## config.mk

```make
export PLATFORM = sky130hd
export DESIGN_NAME = ibx_core
export DESIGN_NICKNAME = d
export VERILOG_FILES = /design/src/hdl/ibx_pkg.sv /design/src/hdl/ibx_core.sv /design/src/hdl/ibx_decode.sv
export VERILOG_INCLUDE_DIRS = /design/src /design/src/hdl
export SDC_FILE = /design/constraint.sdc
export NUM_CORES = 1
export LEC_CHECK = 0
export BUFFER_PORTS_ARGS = -buffer_cell sky130_fd_sc_hd__buf_4
export CORE_MARGIN = 5
export CORE_UTILIZATION = 50
export DETAILED_ROUTE_END_ITERATION = 8
export GPL_TIMING_DRIVEN = 1
export PLACE_DENSITY = 0.81
export SYNTH_ARGS = -nofsm -noshare
export SYNTH_HDL_FRONTEND = slang
export SYNTH_HIERARCHICAL = 1
export SYNTH_SLANG_ARGS = --single-unit
```

## constraint.sdc

```tcl
create_clock -name sys_clk_in -period 3.4 [get_ports sys_clk_in]
set_clock_uncertainty 0.15 [all_clocks]
set_input_delay 0.17 -clock sys_clk_in [delete_from_list [all_inputs] [get_ports sys_clk_in]]
set_output_delay 0.17 -clock sys_clk_in [all_outputs]
set_load 0.05 [all_outputs]
```

## src/hdl/ibx_regs.svh

```systemverilog
`ifndef IBX_REGS_SVH
`define IBX_REGS_SVH
// What this block does
// - Increment file 0..31; d=0 result to accumulator, d=1 back to file.
// - Increment-skip: same destination choice, all status flags unchanged.
// - Zero skip result drops prefetched word; a no-operation runs instead.
// - Branch loads 9-bit immediate 0..511 into program counter bits 8..0.
// - Branch fills counter bits 10..9 from status 6..5; flags unchanged.
// - Branch takes two instruction cycles.
// - OR literal 0..255 into accumulator; zero flag updated.
// - OR accumulator with file 0..31; zero updated; d selects destination.
`define IBX_OPC_INCR_FILE 6'h0A
`define IBX_OPC_INCR_SKIP 6'h0F
`define IBX_OPC_OR_FILE 6'h04
`define IBX_OPC_BRANCH 3'h5
`define IBX_OPC_OR_LIT 4'hD
`define IBX_INSN_NOP 12'h000
`define IBX_ZERO_BIT 2
`define IBX_PAGE_HI 6
`define IBX_PAGE_LO 5
`define IBX_ACCUM_RESET 8'h00
`define IBX_PC_RESET 11'h7FF
`endif

```

## src/hdl/ibx_pkg.sv

```systemverilog
package ibx_pkg;
	typedef enum logic [2:0] {
		IBX_OP_NONE,
		IBX_OP_INCR_FILE,
		IBX_OP_INCR_SKIP,
		IBX_OP_BRANCH,
		IBX_OP_OR_LIT,
		IBX_OP_OR_FILE
	} ibx_op_type;
	typedef struct packed {
		ibx_op_type op;
		logic dest_file;
		logic [4:0] file_addr;
		logic [8:0] imm;
	} ibx_dec_type;
	typedef struct packed {
		logic we;
		logic [4:0] addr;
		logic [7:0] data;
	} ibx_fwr_type;
endpackage : ibx_pkg

```

## src/hdl/ibx_core.sv

```systemverilog
`timescale 1ns/100ps
`include "ibx_regs.svh"
module ibx_core #(
	parameter int PC_WIDTH = 11
) (
	input wire logic sys_clk_in,
	input wire logic arst_n_in,
	input wire logic [11:0] fetch_insn_in,
	input wire logic [7:0] file_rdata_in,
	input wire logic [7:0] status_in,
	output logic [4:0] file_raddr_out,
	output ibx_pkg::ibx_fwr_type file_wr_out,
	output logic zero_we_out,
	output logic zero_val_out,
	output logic [7:0] accum_out,
	output logic [PC_WIDTH-1:0] pc_out,
	output logic flush_out,
	output logic [11:0] exec_insn_out
);
	import ibx_pkg::*;
	// Counter arithmetic and branch target are built for 11 bits
	if (PC_WIDTH != 11) begin : g_pc_width_check
		$error("PC_WIDTH must be 11");
	end
	ibx_dec_type dec;
	logic [7:0] accum, next_accum;
	logic [PC_WIDTH-1:0] pc, next_pc;
	logic flush, next_flush;
	ibx_fwr_type fwr, next_fwr;
	logic zwe, next_zwe, zval, next_zval;
	logic [11:0] exec_insn;
	logic [7:0] result;
	// Flushed slot executes a no-operation
	assign exec_insn = flush ? `IBX_INSN_NOP : fetch_insn_in;
	ibx_decode u_dec (
		.insn_in(exec_insn),
		.dec_out(dec)
	);
	function automatic logic is_zero(input logic [7:0] v);
		is_zero = (v == 8'h00);
	endfunction : is_zero
	assign file_raddr_out = dec.file_addr;
	always_comb begin
		next_accum = accum;
		next_pc = pc + 11'h001;
		next_flush = 1'b0;
		next_fwr = '0;
		next_zwe = 1'b0;
		next_zval = 1'b0;
		result = 8'h00;
		unique case (dec.op)
			IBX_OP_INCR_FILE, IBX_OP_INCR_SKIP: begin
				result = file_rdata_in + 8'h01;
				if (dec.dest_file) begin
					next_fwr = '{we: 1'b1, addr: dec.file_addr, data: result};
				end else begin
					next_accum = result;
				end
				if (dec.op == IBX_OP_INCR_FILE) begin
					next_zwe = 1'b1;
					next_zval = is_zero(result);
				end else begin
					// Flags untouched, skip only on zero
					next_flush = is_zero(result);
				end
			end
			IBX_OP_BRANCH: begin
				// Page bits from status; prefetch is stale, so flush
				next_pc = {status_in[`IBX_PAGE_HI:`IBX_PAGE_LO],
					dec.imm};
				next_flush = 1'b1;
			end
			IBX_OP_OR_LIT: begin
				result = accum | dec.imm[7:0];
				next_accum = result;
				next_zwe = 1'b1;
				next_zval = is_zero(result);
			end
			IBX_OP_OR_FILE: begin
				result = accum | file_rdata_in;
				if (dec.dest_file) begin
					next_fwr = '{we: 1'b1, addr: dec.file_addr, data: result};
				end else begin
					next_accum = result;
				end
				next_zwe = 1'b1;
				next_zval = is_zero(result);
			end
			IBX_OP_NONE: begin
			end
		endcase
	end
	always_ff @(posedge sys_clk_in or negedge arst_n_in) begin
		if (!arst_n_in) begin
			accum <= `IBX_ACCUM_RESET;
			pc <= `IBX_PC_RESET;
			flush <= 1'b0;
			fwr <= '0;
			zwe <= 1'b0;
			zval <= 1'b0;
		end else begin
			accum <= next_accum;
			pc <= next_pc;
			flush <= next_flush;
			fwr <= next_fwr;
			zwe <= next_zwe;
			zval <= next_zval;
		end
	end
	assign accum_out = accum;
	assign pc_out = pc;
	assign flush_out = flush;
	assign file_wr_out = fwr;
	assign zero_we_out = zwe;
	assign zero_val_out = zval;
	assign exec_insn_out = exec_insn;

	a_incr_zero_flag: assert property (
		@(posedge sys_clk_in) disable iff (!arst_n_in)
		dec.op == IBX_OP_INCR_FILE
		|=> zwe && zval == (($past(file_rdata_in) + 8'h01) == 8'h00))
		else $error("increment zero flag wrong");

	a_incr_to_accum: assert property (
		@(posedge sys_clk_in) disable iff (!arst_n_in)
		dec.op == IBX_OP_INCR_FILE && !dec.dest_file
		|=> !fwr.we && accum == $past(file_rdata_in) + 8'h01)
		else $error("increment to accumulator wrong");

	a_incr_to_file: assert property (
		@(posedge sys_clk_in) disable iff (!arst_n_in)
		dec.op == IBX_OP_INCR_FILE && dec.dest_file
		|=> fwr.we && fwr.addr == $past(fetch_insn_in[4:0])
		&& fwr.data == $past(file_rdata_in) + 8'h01
		&& accum == $past(accum))
		else $error("increment to file wrong");

	a_skip_no_flags: assert property (
		@(posedge sys_clk_in) disable iff (!arst_n_in)
		dec.op == IBX_OP_INCR_SKIP
		|=> !zwe)
		else $error("increment-skip touched a flag");

	a_skip_to_file: assert property (
		@(posedge sys_clk_in) disable iff (!arst_n_in)
		dec.op == IBX_OP_INCR_SKIP && dec.dest_file
		|=> fwr.we && fwr.data == $past(file_rdata_in) + 8'h01
		&& accum == $past(accum))
		else $error("increment-skip to file wrong");

	a_skip_to_accum: assert property (
		@(posedge sys_clk_in) disable iff (!arst_n_in)
		dec.op == IBX_OP_INCR_SKIP && !dec.dest_file
		|=> !fwr.we && accum == $past(file_rdata_in) + 8'h01)
		else $error("increment-skip to accumulator wrong");

	a_skip_taken: assert property (
		@(posedge sys_clk_in) disable iff (!arst_n_in)
		dec.op == IBX_OP_INCR_SKIP && file_rdata_in == 8'hFF
		|=> flush && exec_insn == 12'h000)
		else $error("skip not taken");

	a_skip_not_taken: assert property (
		@(posedge sys_clk_in) disable iff (!arst_n_in)
		dec.op == IBX_OP_INCR_SKIP && file_rdata_in != 8'hFF
		|=> !flush)
		else $error("skip taken on nonzero result");

	a_flush_no_trace: assert property (
		@(posedge sys_clk_in) disable iff (!arst_n_in)
		flush
		|=> !zwe && !fwr.we && accum == $past(accum))
		else $error("discarded word left a trace");

	a_branch_target: assert property (
		@(posedge sys_clk_in) disable iff (!arst_n_in)
		dec.op == IBX_OP_BRANCH
		|=> pc[8:0] == $past(fetch_insn_in[8:0]))
		else $error("branch target wrong");

	a_branch_page: assert property (
		@(posedge sys_clk_in) disable iff (!arst_n_in)
		dec.op == IBX_OP_BRANCH
		|=> pc[10:9] == $past(status_in[6:5]))
		else $error("branch page bits wrong");

	a_branch_no_flag: assert property (
		@(posedge sys_clk_in) disable iff (!arst_n_in)
		dec.op == IBX_OP_BRANCH
		|=> !zwe && !fwr.we && accum == $past(accum))
		else $error("branch changed state");

	a_branch_two_cyc: assert property (
		@(posedge sys_clk_in) disable iff (!arst_n_in)
		dec.op == IBX_OP_BRANCH
		|=> flush ##1 !flush)
		else $error("branch not two cycles");

	a_orlit_accum: assert property (
		@(posedge sys_clk_in) disable iff (!arst_n_in)
		dec.op == IBX_OP_OR_LIT
		|=> accum == ($past(accum) | $past(fetch_insn_in[7:0])) && zwe)
		else $error("or literal wrong");

	a_orlit_zero: assert property (
		@(posedge sys_clk_in) disable iff (!arst_n_in)
		dec.op == IBX_OP_OR_LIT
		|=> zval == (accum == 8'h00))
		else $error("or literal zero flag wrong");

	a_orfile_to_file: assert property (
		@(posedge sys_clk_in) disable iff (!arst_n_in)
		dec.op == IBX_OP_OR_FILE && dec.dest_file
		|=> fwr.we && fwr.addr == $past(fetch_insn_in[4:0])
		&& fwr.data == ($past(accum) | $past(file_rdata_in))
		&& accum == $past(accum) && zwe)
		else $error("or file to file wrong");

	a_orfile_to_accum: assert property (
		@(posedge sys_clk_in) disable iff (!arst_n_in)
		dec.op == IBX_OP_OR_FILE && !dec.dest_file
		|=> !fwr.we && accum == ($past(accum) | $past(file_rdata_in)))
		else $error("or file to accumulator wrong");

	a_orfile_zero: assert property (
		@(posedge sys_clk_in) disable iff (!arst_n_in)
		dec.op == IBX_OP_OR_FILE
		|=> zwe && zval == (($past(accum) | $past(file_rdata_in)) == 8'h00))
		else $error("or file zero flag wrong");

	a_one_cycle: assert property (
		@(posedge sys_clk_in) disable iff (!arst_n_in)
		dec.op inside {IBX_OP_INCR_FILE, IBX_OP_OR_LIT, IBX_OP_OR_FILE}
		|=> !flush)
		else $error("single cycle op stalled");

	a_pc_step: assert property (
		@(posedge sys_clk_in) disable iff (!arst_n_in)
		dec.op != IBX_OP_BRANCH
		|=> pc == $past(pc) + 11'h001)
		else $error("counter did not step by one");
endmodule : ibx_core

```

## src/hdl/ibx_decode.sv

```systemverilog
`timescale 1ns/100ps
`include "ibx_regs.svh"
module ibx_decode (
	input wire logic [11:0] insn_in,
	output ibx_pkg::ibx_dec_type dec_out
);
	import ibx_pkg::*;
	always_comb begin
		dec_out.op = IBX_OP_NONE;
		dec_out.dest_file = insn_in[5];
		dec_out.file_addr = insn_in[4:0];
		dec_out.imm = insn_in[8:0];
		if (insn_in[11:9] == `IBX_OPC_BRANCH) begin
			dec_out.op = IBX_OP_BRANCH;
		end else if (insn_in[11:8] == `IBX_OPC_OR_LIT) begin
			dec_out.op = IBX_OP_OR_LIT;
		end else if (insn_in[11:6] == `IBX_OPC_INCR_FILE) begin
			dec_out.op = IBX_OP_INCR_FILE;
		end else if (insn_in[11:6] == `IBX_OPC_INCR_SKIP) begin
			dec_out.op = IBX_OP_INCR_SKIP;
		end else if (insn_in[11:6] == `IBX_OPC_OR_FILE) begin
			dec_out.op = IBX_OP_OR_FILE;
		end
	end
endmodule : ibx_decode

```

# ---- Word-level counts from Yosys, hierarchy flattened
# Index checks and enable logic that the tools add are counted.
dict set report classes {
  n_addsub 2
  n_eq_ne 12
  muxes 19
  n_bitwise 2
  n_reduce_logical 7
}
# operator n
set op_table {}
lappend op_table {{14-bit 2-to-1 mux} 2}
lappend op_table {{14-bit case mux with 2 select lines} 1}
lappend op_table {{8-bit logical NOT} 3}
lappend op_table {{8-bit case mux with 3 select lines} 1}
lappend op_table {{8-bit 2-to-1 mux} 2}
lappend op_table {{8-bit OR} 2}
lappend op_table {{3-bit 2-to-1 mux} 5}
lappend op_table {{6-bit by 4-bit equality test with 1-bit output (second input constant)} 2}
lappend op_table {{12-bit 2-to-1 mux} 1}
lappend op_table {{11-bit by 1-bit adder with 11-bit output (second input constant)} 1}
lappend op_table {{11-bit 2-to-1 mux} 1}
lappend op_table {{3-bit equality test (second input constant)} 3}
lappend op_table {{8-bit by 1-bit adder with 8-bit output (second input constant)} 1}
lappend op_table {{3-bit by 2-bit equality test with 1-bit output (second input constant)} 2}
lappend op_table {{6-bit by 3-bit equality test with 1-bit output (second input constant)} 1}
lappend op_table {{4-bit equality test (second input constant)} 1}
lappend op_table {{2-bit != test (second input constant)} 2}
lappend op_table {{1-bit case mux with 2 select lines} 2}
lappend op_table {{2-bit OR reduction} 2}
lappend op_table {{3-bit by 1-bit equality test with 1-bit output (second input constant)} 1}
lappend op_table {{1-bit 2-to-1 mux} 3}
lappend op_table {{1-bit case mux with 3 select lines} 1}
lappend op_table {{3-bit AND reduction} 1}
lappend op_table {{3-bit nonzero test} 1}
dict set report word_totals {
  register_bits 36
  inputBits 30
  word_cells 50
}

# ---- Depth between registers and ports, before layout
# Gate-level depths: netlist of run 1.
dict set report logic_depth {
  depth_word 11
  ltp_mapped 11
  mapped_depth_nobuf 8
}

# ---- Cells and area by module
# Netlist of run 1, hierarchy kept.
# mod instances cells_each area_per_inst_um2 seq_area_each_um2
set modules_own_cells {}
lappend modules_own_cells {ibx_core 1 233 2097.0 914.6}
lappend modules_own_cells {ibx_decode 1 25 172.7 0.0}

# ---- Worst setup path after synthesis of run 1
# No wires, ideal clock.
dict set report synth_path {
  kind {register -> register}
  startpoint {reg flush (netlist: flush_out)}
  endpoint {reg fwr, in the netlist file_wr_out[5]}
  setup_time_ps 83
  arrival_time_ps 3494
  required_time_ps 3167
  slack_ps -327
  path_stages_with_launch 12
  synth_period_minus_slack_ps 3727
  path_cell_list {dfrtp_1 clkbuf_1 nor2b_1 nand2b_1 or4_1 a21oi_1 buf_6 xnor2_4 or2_4 buf_6 or3_1 a31oi_1}
}
# item line
set synth_rtl {}
lappend synth_rtl {{start: declaration} ibx_core.sv:28} ;# logic flush, next_flush;
lappend synth_rtl {{start signal: assignment} ibx_core.sv:104} ;# flush <= next_flush;
lappend synth_rtl {{end signal: assignment} ibx_core.sv:105} ;# fwr <= next_fwr;
lappend synth_rtl {{end: declaration} ibx_core.sv:29} ;# ibx_fwr_type fwr, next_fwr;

==> impl_metrics.csv, run 1 <==
group,metric,value,unit
place,dp_hpwl,4579,µm
floorplan,io_pins,83,
finish,layout_common_cells,"buf_4 (86), a21oi_1 (28), nor2_1 (27)",
finish,syn2layout_area_growth,29.00,%
outcome,status,"finished, final reports clean",
timing,rsz0062_at_grt,"no",
yosys,yosysUniqueCellTypes,51,
grt,grt_pass1_wl,10450,µm
yosys,ys_ff_latch,36,
run,max_cap_viol_count,0,
clock_tree,clk_pin_slew,0.07,ns
timing,slew_headroom,58.43,%
finish,final_nets,358,
setup_path,cp.required,3.46,ns
yosys,synth_xor_area_share,5.458,%
floorplan,num_rows,24,
place,dpl_cell_area,2804,µm²
yosys,synth_edf_count,0,
finish,nFillCells,363,
setup_path,startpoint,"flush_out",
timing,drv_slew,0,
clock_tree,numCtsBuffers,5,
routing,drc,0,
power_and_ir_drop,power_density,669.6,nW/µm²
timing,fin_crit,3.169,ns
grt,grt_use_total,21.25,%
clock_tree,cts_buffer_depth,2,
power_and_ir_drop,swShare,46.04,%
yosys,synth-seq-area-share,40.30,%
yosys,syn_avg_cell_area,8.797,µm²
yosys,async_flop_share,100.0,%
finish,drive_gt1_share,34.97,%
timing,setup_viol,0,
clock_tree,cts_tree,"yes",
floorplan,initial_core_util,51.77,%
floorplan,die_w,77.38,µm
setup_path,worstSetupPathType,"register to register",
grt,overflow,0,
yosys,yosysWarningCount,6,
power_and_ir_drop,intPower,1.058,mW
floorplan,core,4384,µm²
setup_path,r2r_end,"accum_out[5]",
grt,grt_start_max_net_pins,37,
clock_tree,clk-insertion-delay-late,0.29,ns
yosys,synthAdderAreaFrac,1.654,%
yosys,synth_top_family_by_area,"simple AND/OR/NAND/NOR gates",
routing,drt_first_pass_iters,5,
setup_path,cp.arrival,3.23,ns
grt,antenna_found_initial,0,
setup_path,cp-start-kind,"register",
setup_path,cp_max_fo,13,
power_and_ir_drop,p_clk_share,16.1,%
finish,layout_commonest_cell,"buf_4",
yosys,synth_mux_area_share,0.4961,%
yosys,syn_area,2270,µm²
clock_tree,clkSinkCount,36,
grt,first_global_vias,2104,
place,port_buffers,76,
power_and_ir_drop,p_seq_share,36.1,%
timing,hold_viol_final,0,
routing,detail-route-antenna-nets,0,
timing,finalCritPeriodShare,93.19,%
timing,max_freq,315.6,MHz
setup_path,crit-reg2reg-launch,"flush_out",
finish,utilization,66.78,%
yosys,synth_compound_area_share,18.85,%
timing,setup-tns-final,0,ns
setup_path,crit_path_end,"accum_out[5]",
routing,routed_wl,6129,µm
clock_tree,cts_root_buf,"clkbuf_8",
routing,post_drt_wl_per_cell,16.21,µm
setup_path,reg2reg_depth,7,
power_and_ir_drop,comb_power_share,47.8,%
timing,hold_slack,0.06987,ns
yosys,netlist_instances,258,
routing,first_iter_violations,138,
timing,tightest_slew,0.6222,ns
yosys,synth_nets,291,
yosys,synthFlopType,"dfrtp_1",
power_and_ir_drop,ir_worst_vdd,0.0004311,V
floorplan,fp.dieArea,5987,µm²
routing,vias,2181,
finish,antenna_cells,0,
hold_path,hold_class,"primary input to register",
floorplan,die-height,77.38,µm
yosys,yosys.area_share.simple,23.32,%
power_and_ir_drop,power_switching,0.9026,mW
power_and_ir_drop,power,1.961,mW
power_and_ir_drop,leakage,1.316,nW
setup_path,cp-end-kind,"register",
hold_path,hp-start,"file_rdata_in[7]",
finish,stdcell_area,2928,µm²
routing,avgViaCountPerCell,5.770,
setup_path,r2r_slack,0.23,ns
place,place_congestion,0.9264,
clock_tree,htree_levels,2,
[cell type report]
cell class | count | area, µm² | area share (%)
multi-input combinational | 184 | 1145 | 39.10
clock inverter | 1 | 7.507 | 0.2564
tap | 52 | 65.06 | 2.222
clock buffer | 7 | 86.33 | 2.949
inverter | 9 | 33.78 | 1.154
sequential | 36 | 914.6 | 31.24
timing repair buffer | 89 | 675.6 | 23.08
[worst max-delay path, stage by stage (launching register included)]
cell and delay [ns]:
dfrtp_1 0.70, nor2b_1 0.21, or4_1 0.56, a21oi_1 0.41, xnor2_4 0.18, or2_4 0.32
or4_1 0.47, o211ai_1 0.09
[worst min-delay path by stage]
stage / cells past startpoint / end / slack [ns]
2_1_floorplan: 0 / accum_out[0] / -0.28
3_3_place_gp: 1 / file_wr_out[13] / -0.004
3_5_place_dp: 1 / file_wr_out[10] / 0.002
4_1_cts: 3 / file_wr_out[7] / 0.05
5_1_grt: 3 / file_wr_out[7] / 0.08
6_report: 3 / file_wr_out[7] / 0.07
[Yosys cell counts, types with 2 or more instances]
cell type	number	area, µm²
buf_2	3	15.01
o21ai_0	13	65.06
clkbuf_1	7	26.28
nor3_1	7	35.03
buf_6	3	33.78
dfstp_2	11	289.0
o211ai_1	5	37.54
o31ai_1	3	22.52
a31oi_1	2	12.51
or3_1	2	12.51
inv_1	8	30.03
nor2b_1	13	81.33
nand3_1	8	40.04
o22ai_1	2	12.51
nor2_1	27	101.4
ha_1	3	37.54
nor4_1	8	50.05
o21a_1	4	30.03
and3_1	5	31.28
a21oi_1	28	140.1
xor2_1	4	35.03
or4_1	3	22.52
xnor2_1	7	61.31
nor3b_1	2	15.01
nand4_1	3	18.77
nand2_1	12	45.04
dfrtp_1	25	625.6
a21o_1	3	22.52
buf_4	15	112.6
[per-layer routing]
metal  wire [µm]  track usage (%)
met4          89            5.498
met2        2931            35.52
met3         616            5.903
met5           0                0
met1        2492            27.18
[logic make-up after synthesis]
family                     after synthesis
AOI/OAI and AO/OA                       69
buffers and inverters                   38
muxes                                    1
adders and majority gates                3
and+or+nand+nor                         99
DFF                                     36
xor gates and xnor gates                12
[power groups by stage]
stage / logic, mW / registers (mW) / clock network, mW
2_1_floorplan: 0.306 / 1.06 / 0
3_3_place_gp: 0.925 / 0.708 / 0
3_5_place_dp: 0.935 / 0.712 / 0
4_1_cts: 0.941 / 0.705 / 0.326
5_1_grt: 0.994 / 0.730 / 0.347
6_report: 0.937 / 0.708 / 0.315
[metrics by stage]
step	std cells	worst slack, ns
3_3_place_gp	367	0.3387
3_5_place_dp	367	0.2600
2_1_floorplan	258	0.009520
5_1_grt	378	0.08459
4_1_cts	378	0.2485
6_report	378	0.2314
[registers in the layout, summed over array words and instances (netlist names)]
register / cells
accum_out: 8
zero_val_out: 1
zero_we_out: 1
file_wr_out: 14
pc_out: 11
flush_out: 1
[timing repair]
action | in CTS | in global routing
endpoints found under the hold margin | 27 | 0
setup buffers | 0 | 0
gates resized for setup | 0 | 0
hold buffers | 3 | 0
Note: power is estimated with default switching activity, not from simulation.
==> run 2, diff against run 1 <==
--- a/config.mk
+++ b/config.mk
@@ -7,7 +7,6 @@
 export NUM_CORES = 1
 export LEC_CHECK = 0
 export BUFFER_PORTS_ARGS = -buffer_cell sky130_fd_sc_hd__buf_4
-export CORE_MARGIN = 5
 export CORE_UTILIZATION = 50
 export DETAILED_ROUTE_END_ITERATION = 8
 export GPL_TIMING_DRIVEN = 1
==> impl_metrics.csv, run 2 (synthesis gave the netlist of run 1 again) <==
group,metric,value,unit
place,port_buffers,76,
clock_tree,clk-insertion-delay-late,0.29,ns
power_and_ir_drop,power_density,666.6,nW/µm²
finish,multi_input_area,1145,µm²
finish,layout_common_cells,"buf_4 (84), a21oi_1 (28), nor2_1 (27)",
routing,vias,2160,
setup_path,cp.required,3.46,ns
run,max_cap_viol_count,0,
routing,avgViaCountPerCell,5.745,
timing,setup-tns-final,0,ns
clock_tree,hold_buffers,3,
floorplan,fp.dieArea,4813,µm²
clock_tree,htree_levels,2,
routing,first_iter_violations,115,
routing,routed_wl,5723,µm
floorplan,die_w,69.38,µm
setup_path,r2r_slack,0.30,ns
finish,finalNonFillerCells,376,
grt,grt_start_max_net_pins,37,
setup_path,cp-start-kind,"register",
timing,rsz0062_at_grt,"no",
finish,layout_commonest_cell,"buf_4",
power_and_ir_drop,ir_worst_vdd,0.0003344,V
power_and_ir_drop,swShare,46.40,%
clock_tree,cts_buffer_depth,2,
finish,final_nets,356,
power_and_ir_drop,leakage,1.304,nW
clock_tree,cts_tree,"yes",
clock_tree,numCtsBuffers,5,
power_and_ir_drop,p_seq_share,36.5,%
timing,slew_headroom,63.04,%
hold_path,whs_path_depth,3,
place,place_congestion,0.9390,
outcome,status,"finished, final reports clean",
routing,post_drt_wl_per_cell,15.22,µm
setup_path,cp_max_fo,13,
finish,largest_reg_flops,14,
grt,antenna_found_initial,0,
setup_path,cp.arrival,3.16,ns
grt,grt_use_total,24.84,%
grt,grt_pass1_wl,9522,µm
clock_tree,clkSinkCount,36,
power_and_ir_drop,p_clk_share,15.1,%
floorplan,core,4354,µm²
setup_path,reg2reg_depth,7,
grt,overflow,0,
clock_tree,clk_pin_slew,0.07,ns
finish,drive_gt1_share,34.26,%
grt,first_global_vias,1976,
routing,detail-route-antenna-nets,0,
finish,register_area,914.6,µm²
hold_path,hold_class,"primary input to register",
timing,fin_crit,3.102,ns
clock_tree,postCtsSetupBuffers,0,
clock_tree,cts_resized,0,
timing,hold_viol_final,0,
finish,antenna_cells,0,
power_and_ir_drop,power_switching,0.8971,mW
timing,drv_slew,0,
timing,setup_viol,0,
routing,drc,0,
floorplan,num_rows,24,
setup_path,cp-end-kind,"register",
place,dp.cells,365,
finish,nFillCells,380,
finish,syn2layout_area_growth,27.78,%
place,dp_hpwl,4169,µm
routing,drt_first_pass_iters,4,
floorplan,die-height,69.38,µm
power_and_ir_drop,comb_power_share,48.4,%
timing,tightest_slew,0.5519,ns
setup_path,worstSetupPathType,"register to register",
floorplan,initial_core_util,52.13,%
clock_tree,cts_root_buf,"clkbuf_8",
floorplan,io_pins,83,
timing,finalCritPeriodShare,91.24,%
power_and_ir_drop,intPower,1.036,mW
timing,max_freq,322.4,MHz
-- run 2: cell types whose count changed in the layout (fill, tap and decap cells not counted), sizes merged --
cell | previous run | this run
buf | 86 | 84
clkinvlp | 1 | 0
clkinv | 1 | 2
-- run 2: cell type report --
class / instances / share of cell area (%)
clock buffer: 7 / 2.632
clock inverter: 1 / 0.1726
inverter: 9 / 1.165
multi-input combinational: 184 / 39.47
sequential: 36 / 31.54
tap: 52 / 2.243
timing repair buffer: 87 / 22.78
-- run 2: power groups by stage --
stage                     clock network, mW  logic, mW  registers [mW]
after global routing                  0.312      0.987           0.723
after CTS                             0.299      0.936           0.703
after floorplan                           0      0.306            1.06
final                                 0.293      0.935           0.706
after global placement                    0      0.917           0.709
after detailed placement                  0      0.931           0.710
-- run 2: stage by stage --
step | cell area (µm²) | power (mW) | hold WS (ns) | setup WS (ns) | utilization [%]
finish | 2900 | 1.933 | 0.06672 | 0.2979 | 66.61
global route | 2900 | 2.022 | 0.08619 | 0.08105 | 66.61
CTS | 2900 | 1.938 | 0.05824 | 0.3104 | 66.61
detailed placement | 2789 | 1.642 | 0.0007895 | 0.3391 | 64.05
global placement | 2789 | 1.626 | -0.007447 | 0.3331 | 64.05
floorplan | 2285 | 1.367 | -0.2756 | 0.009520 | -
-- run 2: routing by layer --
layer | share of wire (%) | up-vias | routed length [µm] | GRT usage (%)
met3 | 8.1 | 8 | 463 | 6.250
met1 | 43 | 1014 | 2479 | 34.06
met2 | 47 | 97 | 2712 | 39.05
met5 | 0 | - | 0 | 0
met4 | 1.2 | 0 | 68 | 7.029
li1 | - | 1041 | - | -
-- run 2: worst max-delay path: stages, from the launching register on --
cell      delay [ns]
dfrtp_1         0.65
nor2b_1         0.19
or4_1           0.55
a21oi_1         0.40
xnor2_4         0.18
or2_4           0.32
or4_1           0.48
o211ai_1        0.09
-- run 2: path summary, 6_finish.rpt --
kind                             startpoint             end
max                               flush_out    accum_out[5]
min                        file_rdata_in[7]  file_wr_out[7]
max reg2reg                       flush_out    accum_out[5]
min reg2reg                       pc_out[0]       pc_out[0]
max in group asynchronous         arst_n_in       pc_out[2]
min in group asynchronous         arst_n_in  file_wr_out[1]
